--- config.mk ---
export PLATFORM = sky130hd
export DESIGN_NAME = cc_port_attach
export DESIGN_NICKNAME = d
export VERILOG_FILES = /design/src/cc_port_pkg.sv /design/src/cc_port_attach.sv /design/src/input_sync.sv
export VERILOG_INCLUDE_DIRS = /design/src
export SDC_FILE = /design/constraint.sdc
export NUM_CORES = 1
export LEC_CHECK = 0
export BUFFER_PORTS_ARGS = -buffer_cell sky130_fd_sc_hd__buf_2
export CAP_MARGIN = 20
export CORE_MARGIN = 10
export CORE_UTILIZATION = 41
export DETAILED_ROUTE_END_ITERATION = 16
export PLACE_DENSITY = 0.66
export RECOVER_POWER = 100
export SLEW_MARGIN = 15
export SYNTH_ARGS = -nofsm -noshare
export SYNTH_HDL_FRONTEND = slang
export SYNTH_HIERARCHICAL = 1
export SYNTH_SLANG_ARGS = --single-unit
export TNS_END_PERCENT = 10
--- constraint.sdc ---
create_clock -name clk_i -period 7.45 [get_ports clk_i]
set_clock_uncertainty 0.15 [all_clocks]
set_input_delay 2.235 -clock clk_i [delete_from_list [all_inputs] [get_ports clk_i]]
set_output_delay 2.235 -clock clk_i [all_outputs]
set_load 0.02 [all_outputs]
--- src/cc_port_regs.svh ---
/*
 * Timing and code constants for the CC port attach logic.
 * Assumes a 100 MHz clock; included by the attach module only.
 */
`ifndef CC_PORT_REGS_SVH
`define CC_PORT_REGS_SVH

`define CLK_PERIOD_NS 10
`define ATTACH_DEB_MIN_MS 100
`define ATTACH_DEB_MAX_MS 200
`define CHANGE_DEB_MIN_MS 10
`define CHANGE_DEB_MAX_MS 20
`define NS_PER_MS 1000000
`define ATTACH_DEB_CYCLES ((`ATTACH_DEB_MIN_MS * `NS_PER_MS + `CLK_PERIOD_NS - 1) / `CLK_PERIOD_NS)
`define CHANGE_DEB_CYCLES ((`CHANGE_DEB_MIN_MS * `NS_PER_MS + `CLK_PERIOD_NS - 1) / `CLK_PERIOD_NS)
`define DEB_COUNT_WIDTH 25
`define SYNC_SETTLE_CYCLES 2'h2
`define SYNC_RESET_VALUE 11'h002

`define DFP_CC_OPEN 2'h0
`define DFP_CC_RA 2'h1
`define DFP_CC_RD 2'h2
`define UFP_CC_NONE 2'h0
`define UFP_CC_LEGACY 2'h1
`define UFP_CC_MEDIUM 2'h2
`define UFP_CC_HIGH 2'h3

`define CFG_INVALID 3'h0
`define CFG_DFP_LEGACY 3'h1
`define CFG_DFP_MEDIUM 3'h2
`define CFG_DFP_HIGH 3'h3
`define CFG_UFP 3'h4

`endif

--- src/cc_port_pkg.sv ---
/*
 * Types shared by the CC port attach logic.
 * Assumes the constants header is on the include path.
 */
package cc_port_pkg;

    typedef enum logic [2:0] {
        ST_IDLE,
        ST_DFP_AUDIO,
        ST_DFP_SUPPLY1,
        ST_DFP_SUPPLY2,
        ST_UFP_ATTACHED,
        ST_FAULT
    } port_state_type;

endpackage : cc_port_pkg

--- src/cc_port_attach.sv ---
/*
 * Attach state machine for one reversible-connector port: DFP audio and
 * cable-supply states, UFP attach states, fault handling and debounce.
 * Assumes CC codes, mode selection and monitor compares come from
 * analog front ends outside the clock domain; all are synchronised here.
 */
// Summary of operation
// RULE_01 - DFP, enabled, valid config, Ra on both lines enters audio-accessory state.
// RULE_02 - Both CC lines shorted to ground are classified as two Ra terminations.
// RULE_03 - Overcurrent low in any state: outputs default, fault state, flag set.
// RULE_04 - Overcurrent released: leave fault state and resume detection.
// RULE_05 - Overvoltage above threshold: outputs default, fault state, flag set.
// RULE_06 - Overvoltage cleared: leave fault state and resume detection.
// RULE_07 - Fault flag output stays high after a fault until reset.
// RULE_08 - UFP disabled or invalid config: idle, all UFP outputs high.
// RULE_09 - UFP attach needs valid VBUS, Rp on one line, nothing on other.
// RULE_10 - UFP Rp on line 1 keeps orientation high; line 2 drives it low.
// RULE_11 - UFP attach drives exactly one capability output low per Rp class.
// RULE_12 - Supply 1 asserts on Rd line 2 with Ra line 1, until Rd gone.
// RULE_13 - Supply 2 asserts on Rd line 1 with Ra line 2, until Rd gone.
// RULE_14 - Cable supply enables are active-low open-drain, DFP modes only.
// RULE_15 - Audio detect is active high, held until an Ra is lost, DFP only.
// RULE_16 - Idle to attach transitions are debounced 100 to 200 ms.
// RULE_17 - Attach to attach or to idle transitions are debounced 10 to 20 ms.
// RULE_18 - UFP or DFP chosen at power-on and never switched afterwards.
// RULE_19 - CC classification arrives as digital codes per mode.
// RULE_20 - No valid attach after debounce returns to idle, outputs deasserted.
`timescale 1ns/1ns
`include "cc_port_regs.svh"
module cc_port_attach
    import cc_port_pkg::*;
#(
    parameter int ATTACH_DEB_CYCLES = `ATTACH_DEB_CYCLES,
    parameter int CHANGE_DEB_CYCLES = `CHANGE_DEB_CYCLES
) (
    input wire logic clk_i,
    input wire logic rstn_i,
    input wire logic enable_i,
    input wire logic [2:0] cfg_sel_i,
    input wire logic [1:0] cc1_code_i,
    input wire logic [1:0] cc2_code_i,
    input wire logic vbus_valid_i,
    input wire logic overcurrent_sense_n_i,
    input wire logic overvoltage_monitor_i,
    output logic power_switch_enable_o,
    output logic orientation_n_o,
    output logic cable_supply1_n_o,
    output logic cable_supply1_oe_o,
    output logic cable_supply2_n_o,
    output logic cable_supply2_oe_o,
    output logic audio_accessory_detect_o,
    output logic attach_n_o,
    output logic default_current_n_o,
    output logic medium_current_n_o,
    output logic high_current_n_o,
    output logic fault_flag_out_o
);
    ////////////////////////////////////////////////////////////////////////////
    // Input synchronisation.
    localparam int SYNC_W = 11;
    logic [SYNC_W-1:0] sync_in;
    logic [SYNC_W-1:0] sync_out;
    logic en_s;
    logic [2:0] cfg_s;
    logic [1:0] cc1_s;
    logic [1:0] cc2_s;
    logic vbus_s;
    logic oc_s;
    logic oc_n_s;
    logic ov_s;

    assign sync_in = {enable_i, cfg_sel_i, cc1_code_i, cc2_code_i, vbus_valid_i,
                      overcurrent_sense_n_i, overvoltage_monitor_i};

    input_sync #(
        .WIDTH(SYNC_W)
    ) u_sync (
        .clk_i(clk_i),
        .rstn_i(rstn_i),
        .async_i(sync_in),
        .reset_value_i(`SYNC_RESET_VALUE),
        .sync_o(sync_out)
    );

    assign {en_s, cfg_s, cc1_s, cc2_s, vbus_s, oc_n_s, ov_s} = sync_out;
    assign oc_s = ~oc_n_s;

    ////////////////////////////////////////////////////////////////////////////
    // State.
    typedef struct packed {
        port_state_type st;
        port_state_type target;
        logic [1:0] target_code;
        logic target_flip;
        logic [`DEB_COUNT_WIDTH-1:0] count;
        logic mode_known;
        logic [1:0] settle;
        logic mode_ufp;
        logic [1:0] ufp_code;
        logic ufp_flip;
        logic oc_flag;
        logic ov_flag;
        logic fault_latched;
        logic power_switch_enable;
        logic orientation_n;
        logic cable_supply1_n;
        logic cable_supply2_n;
        logic audio_accessory_detect;
        logic attach_n;
        logic default_current_n;
        logic medium_current_n;
        logic high_current_n;
    } ctrl_type;

    ctrl_type r;
    ctrl_type next_r;

    localparam logic [`DEB_COUNT_WIDTH-1:0] ATTACH_LIMIT =
        `DEB_COUNT_WIDTH'(ATTACH_DEB_CYCLES - 1);
    localparam logic [`DEB_COUNT_WIDTH-1:0] CHANGE_LIMIT =
        `DEB_COUNT_WIDTH'(CHANGE_DEB_CYCLES - 1);

    ////////////////////////////////////////////////////////////////////////////
    // Wanted state from the present inputs.
    port_state_type want;
    logic [1:0] want_code;
    logic want_flip;
    logic cfg_valid;

    always_comb begin
        want = ST_IDLE;
        want_code = `UFP_CC_NONE;
        want_flip = 1'b0;
        if (r.mode_ufp) begin
            cfg_valid = (cfg_s == `CFG_UFP); // RULE_18
        end else begin
            cfg_valid = (cfg_s == `CFG_DFP_LEGACY) || (cfg_s == `CFG_DFP_MEDIUM)
                        || (cfg_s == `CFG_DFP_HIGH);
        end
        if (en_s && cfg_valid && r.mode_known) begin
            if (!r.mode_ufp) begin
                // Codes are open, Ra or Rd; a grounded line reads as Ra.
                if (cc1_s == `DFP_CC_RA && cc2_s == `DFP_CC_RA) begin // RULE_19
                    want = ST_DFP_AUDIO; // RULE_01 RULE_02
                end else if (cc1_s == `DFP_CC_RD && cc2_s == `DFP_CC_RA) begin
                    want = ST_DFP_SUPPLY2; // RULE_13
                end else if (cc2_s == `DFP_CC_RD && cc1_s == `DFP_CC_RA) begin
                    want = ST_DFP_SUPPLY1; // RULE_12
                end else if (r.st == ST_DFP_SUPPLY1 && cc2_s == `DFP_CC_RD) begin
                    want = ST_DFP_SUPPLY1; // RULE_12
                end else if (r.st == ST_DFP_SUPPLY2 && cc1_s == `DFP_CC_RD) begin
                    want = ST_DFP_SUPPLY2; // RULE_13
                end
            end else if (vbus_s) begin
                if (cc1_s != `UFP_CC_NONE && cc2_s == `UFP_CC_NONE) begin
                    want = ST_UFP_ATTACHED; // RULE_09
                    want_code = cc1_s;
                    want_flip = 1'b0; // RULE_10
                end else if (cc2_s != `UFP_CC_NONE && cc1_s == `UFP_CC_NONE) begin
                    want = ST_UFP_ATTACHED; // RULE_09
                    want_code = cc2_s;
                    want_flip = 1'b1; // RULE_10
                end
            end
        end
    end

    ////////////////////////////////////////////////////////////////////////////
    // Next state.
    logic changed;

    always_comb begin
        next_r = r;
        changed = (want != r.st) || (want == ST_UFP_ATTACHED
                  && (want_code != r.ufp_code || want_flip != r.ufp_flip));
        // The mode is taken only once the synchroniser holds the real selection.
        if (!r.mode_known) begin
            if (r.settle == `SYNC_SETTLE_CYCLES) begin
                next_r.mode_known = 1'b1;
                next_r.mode_ufp = (cfg_s == `CFG_UFP); // RULE_18
            end else begin
                next_r.settle = r.settle + 2'h1;
            end
        end
        if (oc_s || ov_s) begin
            next_r.st = ST_FAULT; // RULE_03 RULE_05
            next_r.target = ST_IDLE;
            next_r.oc_flag = r.oc_flag | oc_s; // RULE_03
            next_r.ov_flag = r.ov_flag | ov_s; // RULE_05
            next_r.fault_latched = 1'b1; // RULE_07
            next_r.count = '0;
        end else if (r.st == ST_FAULT) begin
            next_r.st = ST_IDLE; // RULE_04 RULE_06
            next_r.count = '0;
        end else if (!changed) begin
            next_r.target = r.st;
            next_r.target_code = r.ufp_code;
            next_r.target_flip = r.ufp_flip;
            next_r.count = '0;
        end else if (want != r.target || want_code != r.target_code
                     || want_flip != r.target_flip) begin
            next_r.target = want;
            next_r.target_code = want_code;
            next_r.target_flip = want_flip;
            next_r.count = '0;
        end else if ((r.st == ST_IDLE && r.count == ATTACH_LIMIT) // RULE_16
                     || (r.st != ST_IDLE && r.count == CHANGE_LIMIT)) begin // RULE_17
            next_r.st = want; // RULE_20
            next_r.ufp_code = want_code;
            next_r.ufp_flip = want_flip;
            next_r.count = '0;
        end else begin
            next_r.count = r.count + `DEB_COUNT_WIDTH'(1);
        end

        // Outputs follow the state; fault and idle give defaults.
        next_r.power_switch_enable = 1'b0;
        next_r.orientation_n = 1'b1;
        next_r.cable_supply1_n = 1'b1;
        next_r.cable_supply2_n = 1'b1;
        next_r.audio_accessory_detect = 1'b0;
        next_r.attach_n = 1'b1; // RULE_08
        next_r.default_current_n = 1'b1;
        next_r.medium_current_n = 1'b1;
        next_r.high_current_n = 1'b1;
        case (next_r.st)
            ST_DFP_AUDIO: begin
                next_r.audio_accessory_detect = 1'b1; // RULE_15
            end
            ST_DFP_SUPPLY1: begin
                next_r.power_switch_enable = 1'b1;
                next_r.orientation_n = 1'b0;
                next_r.cable_supply1_n = 1'b0; // RULE_12 RULE_14
            end
            ST_DFP_SUPPLY2: begin
                next_r.power_switch_enable = 1'b1;
                next_r.cable_supply2_n = 1'b0; // RULE_13 RULE_14
            end
            ST_UFP_ATTACHED: begin
                next_r.attach_n = 1'b0; // RULE_09
                next_r.orientation_n = ~next_r.ufp_flip; // RULE_10
                next_r.default_current_n = (next_r.ufp_code != `UFP_CC_LEGACY); // RULE_11
                next_r.medium_current_n = (next_r.ufp_code != `UFP_CC_MEDIUM); // RULE_11
                next_r.high_current_n = (next_r.ufp_code != `UFP_CC_HIGH); // RULE_11
            end
            default: begin
                next_r.attach_n = 1'b1;
            end
        endcase
    end

    always_ff @(posedge clk_i) begin
        if (!rstn_i) begin
            r <= '{st: ST_IDLE, target: ST_IDLE, target_code: 2'h0, target_flip: 1'b0,
                   count: '0, mode_known: 1'b0, settle: 2'h0, mode_ufp: 1'b0, ufp_code: 2'h0,
                   ufp_flip: 1'b0, oc_flag: 1'b0, ov_flag: 1'b0, fault_latched: 1'b0,
                   power_switch_enable: 1'b0, orientation_n: 1'b1,
                   cable_supply1_n: 1'b1, cable_supply2_n: 1'b1,
                   audio_accessory_detect: 1'b0, attach_n: 1'b1,
                   default_current_n: 1'b1, medium_current_n: 1'b1,
                   high_current_n: 1'b1};
        end else begin
            r <= next_r;
        end
    end

    ////////////////////////////////////////////////////////////////////////////
    // Outputs from flip-flops, except the cable supply data pins, tied low.
    assign power_switch_enable_o = r.power_switch_enable;
    assign orientation_n_o = r.orientation_n;
    assign cable_supply1_n_o = 1'b0;
    assign cable_supply1_oe_o = ~r.cable_supply1_n; // RULE_14
    assign cable_supply2_n_o = 1'b0;
    assign cable_supply2_oe_o = ~r.cable_supply2_n; // RULE_14
    assign audio_accessory_detect_o = r.audio_accessory_detect;
    assign attach_n_o = r.attach_n;
    assign default_current_n_o = r.default_current_n;
    assign medium_current_n_o = r.medium_current_n;
    assign high_current_n_o = r.high_current_n;
    assign fault_flag_out_o = r.fault_latched; // RULE_07
endmodule : cc_port_attach

--- src/input_sync.sv ---
/*
 * Two-flop synchroniser for a bus of asynchronous levels.
 * Assumes inputs are quasi-static levels from outside the clock domain.
 */
`timescale 1ns/1ns
module input_sync #(
    parameter int WIDTH = 1
) (
    input wire logic clk_i,
    input wire logic rstn_i,
    input wire logic [WIDTH-1:0] async_i,
    input wire logic [WIDTH-1:0] reset_value_i,
    output logic [WIDTH-1:0] sync_o
);
    typedef struct packed {
        logic [WIDTH-1:0] first;
        logic [WIDTH-1:0] second;
    } sync_state_type;

    sync_state_type state;
    sync_state_type next_state;

    always_comb begin
        next_state.first = async_i;
        next_state.second = state.first;
    end

    // Reset loads the caller's idle levels so that no false event follows reset.
    always_ff @(posedge clk_i) begin
        if (!rstn_i) begin
            state <= '{first: reset_value_i, second: reset_value_i};
        end else begin
            state <= next_state;
        end
    end

    assign sync_o = state.second;
endmodule : input_sync

==> impl_metrics.csv <==
group,metric,value,unit
floorplan,dieHeight,111.2,um
clock_network,cts_root_buf,"clkbuf_8",
final_layout,layout_common_cells,"dfxtp_1, nor2_1, conb_1",
synthesis,synth_compound_area_frac,0.09284,
synthesis,ys_warn_count,6,
sta,tns,0,ns
synthesis,postSynth.asyncResetShare,0,
global_routing,grt_pass1_vias,2499,
final_layout,fin_nets,417,
floorplan,pin_count,25,
global_routing,grtUsageMet1,0.1364,
final_layout,post-route-cell-area,0.003851,sq mm
setup_path,critPathLaunchType,"input pin",
clock_network,clk_latency,0.36,ns
placed_design,io_buffers,22,
detailed_routing,wl_per_cell,12.71,um
sta,slew_viol_final,0,
sta,fin_crit,5.405,ns
final_layout,drive_above_1_share,0.1728,
power,power_frac_comb,0.111,
clock_network,htreeDepth,3,
power,ir_worst_vdd,0.1641,mV
synthesis,synth_top_family_by_area,"simple AND/OR/NAND/NOR gates",
detailed_routing,drtIter0Drc,137,
synthesis,synth.top_cells.by_area,"dfxtp_1, mux2_2, nor2_1, xnor2_1, mux2i_1",
synthesis,synthMuxAreaShare,0.1141,
floorplan,die_area,0.01236,sq mm
clock_network,clk_path_buf_depth,2,
setup_path,critPathArrivalTime,5.54,ns
synthesis,synth_cells,352,
global_routing,gr-total-overflow,0,
clock_network,cts_tree,"yes",
setup_path,required,7.59,ns
sta,worst_slew_pin_slew,1.231,ns
sta,slew_headroom,0.1793,
synthesis,avgSynthCellArea,9.686,sq um
detailed_routing,dr.pass1.iters,4,
sta,rsz0062_at_grt,"false",
global_routing,antenna_found_initial,0,
global_routing,grt.busiest_layer,"met2",
global_routing,grt_max_degree,26,
sta,fin_crit_sh,0.7255,
clock_network,cts_hold_buffers,0,
synthesis,synth_fa_ha_area_frac,0.01468,
setup_path,path_class,"in2reg",
global_routing,use_met2,0.1673,
floorplan,num_rows,33,
global_routing,grt_pass1_wl,11.36,mm
power,switchingPower,217.5,uW
detailed_routing,drc,0,
outcome,status,"finished, final reports clean",
power,cell_internal_pwr,641.8,uW
detailed_routing,ant_nets,0,
synthesis,synth_top_area_share,0.4286,
sta,timing.fmax,185.0,MHz
placed_design,place_hpwl,4.688,mm
placed_design,placed_area,0.003664,sq mm
clock_network,cts-resized-gates,0,
final_layout,diodes,0,
clock_network,clkSlewWorstSetupHoldPaths,0.08,ns
global_routing,met3_usage,0.02543,
synthesis,synth_edf_count,0,
clock_network,cts_made_buffers,9,
floorplan,die_w,111.2,um
clock_network,clock-sinks,73,
power,leakagePower,0.001418,uW
min_path,hp-class,"reg2reg",
run,max_cap_viol_count,0,
synthesis,synth-simple-area-share,0.2418,
global_routing,globalRouteTotalUtil,0.1091,
synthesis,ys_seq_elements,73,
detailed_routing,wl,6.484,mm
detailed_routing,vias,2498,
synthesis,synthFlopType,"dfxtp_1",
floorplan,start_util,0.4192,
power,clockPowerShare,0.396,
power,switching_share,0.2531,
synthesis,yosysTopAreaCell,"dfxtp_1",
clock_network,post-cts-setup-buffers,0,
floorplan,fp.coreArea,0.008134,sq mm
setup_path,cp-end-kind,"flop",
final_layout,syn_to_final_growth,12.95,%
synthesis,syn_area,0.003410,sq mm
detailed_routing,vias_per_cell,4.898,
synthesis,ys_types,59,
setup_path,path_max_fanout,25,
final_layout,final_common_cell,"dfxtp_1",
power,seqPwrFrac,0.493,
synthesis,synth_xor_area_frac,0.07193,
sta,setup_violations,0,
synthesis,seq_area_frac_synth,0.4286,
sta,hold_viol,0,
power,powerDensity,223.1,mW/mm^2
placed_design,gp_congestion,0.8466,
==> synthesized netlist by cell type (3+ instances only) <==
| cell | number |
|---|---|
| nand3_1 | 14 |
| o21a_1 | 3 |
| nor2b_1 | 6 |
| nand4b_1 | 3 |
| and3_1 | 5 |
| and4_1 | 3 |
| nor3_1 | 4 |
| buf_6 | 4 |
| xor2_1 | 12 |
| inv_1 | 12 |
| o21ai_0 | 7 |
| or3_1 | 4 |
| a21oi_1 | 7 |
| nand4_1 | 8 |
| dfxtp_1 | 73 |
| nand2_1 | 20 |
| nor4bb_1 | 3 |
| xnor2_1 | 16 |
| mux2_2 | 23 |
| ha_1 | 4 |
| nor2_1 | 54 |
| a211oi_2 | 4 |
| mux2i_1 | 13 |
| or2_2 | 5 |
==> final timing paths <==
kind / from / to / slack, ns / depth (start not counted)
hold reg to reg: u_sync/next_state[1] / u_sync/sync_o[1] / 0.31 / 1
setup reg to reg: u_sync/sync_o[4] / default_current_n_o / 3.78 / 11
hold / removal: u_sync/next_state[1] / u_sync/sync_o[1] / 0.31 / 1
setup / recovery: rstn_i / r[42] / 2.05 / 8
==> worst max-delay path, cell delays in order <==
cell      delay, ns
clkbuf_1       0.88
inv_1          0.49
or2_2          0.47
or2_2          0.32
nor2_1         0.11
nand4_1        0.37
clkbuf_1       0.45
a21oi_1        0.21
==> cells by family (layout without fill, tap and decap cells) <==
family / count (synthesis) / after routing
simple gates: 150 / 150
flops: 73 / 73
compound gates: 39 / 39
mux: 36 / 36
xor+xnor: 28 / 28
buf+inv: 20 / 51
fa+ha+maj: 4 / 4
other cells: 2 / 24
==> per-stage QoR <==
stage	hold WS, ns	std cells	utilization	power [uW]	setup WS, ns
2_1_floorplan	0.2798	374	-	511.2	3.712
3_3_place_gp	0.2869	493	0.4504	525.8	2.162
3_5_place_dp	0.2968	493	0.4504	529.4	2.052
4_1_cts	0.3164	509	0.4772	871.5	2.430
5_1_grt	0.3308	510	0.4735	899.1	1.697
6_report	0.3133	510	0.4735	859.3	2.045
==> metal layers <==
metal  share of wire  wire (um)
met2            0.45       2898
met1            0.50       3234
met3           0.035        227
met4           0.019        124
met5               0          0
==> flip-flops by register name (all words and copies together) (netlist names) <==
| name | flops |
|---|---|
| medium_current_n_o | 1 |
| fault_flag_out_o | 1 |
| audio_accessory_detect_o | 1 |
| default_current_n_o | 1 |
| power_switch_enable_o | 1 |
| u_sync/sync_o | 11 |
| u_sync/next_state | 11 |
| attach_n_o | 1 |
| orientation_n_o | 1 |
| high_current_n_o | 1 |
| r | 43 |
==> power by group through the flow <==
| stage | combinational [uW] | sequential [uW] | clock, uW |
|---|---|---|---|
| 2_1_floorplan | 80.8 | 430 | 0 |
| 3_3_place_gp | 93.1 | 433 | 0 |
| 3_5_place_dp | 96.1 | 433 | 0 |
| 4_1_cts | 97.0 | 424 | 350 |
| 5_1_grt | 107 | 427 | 365 |
| 6_report | 95.0 | 424 | 340 |
==> final cells by class <==
class                      count  area (sq um)
tap                          105         131.4
multi-input combinational    281          1896
clock inverter                 7         93.84
inverter                      12         45.04
timing repair buffer          23         100.1
clock buffer                   9         123.9
sequential                    73          1461
fill                         788          4283
(Power assumes the default switching activity.)
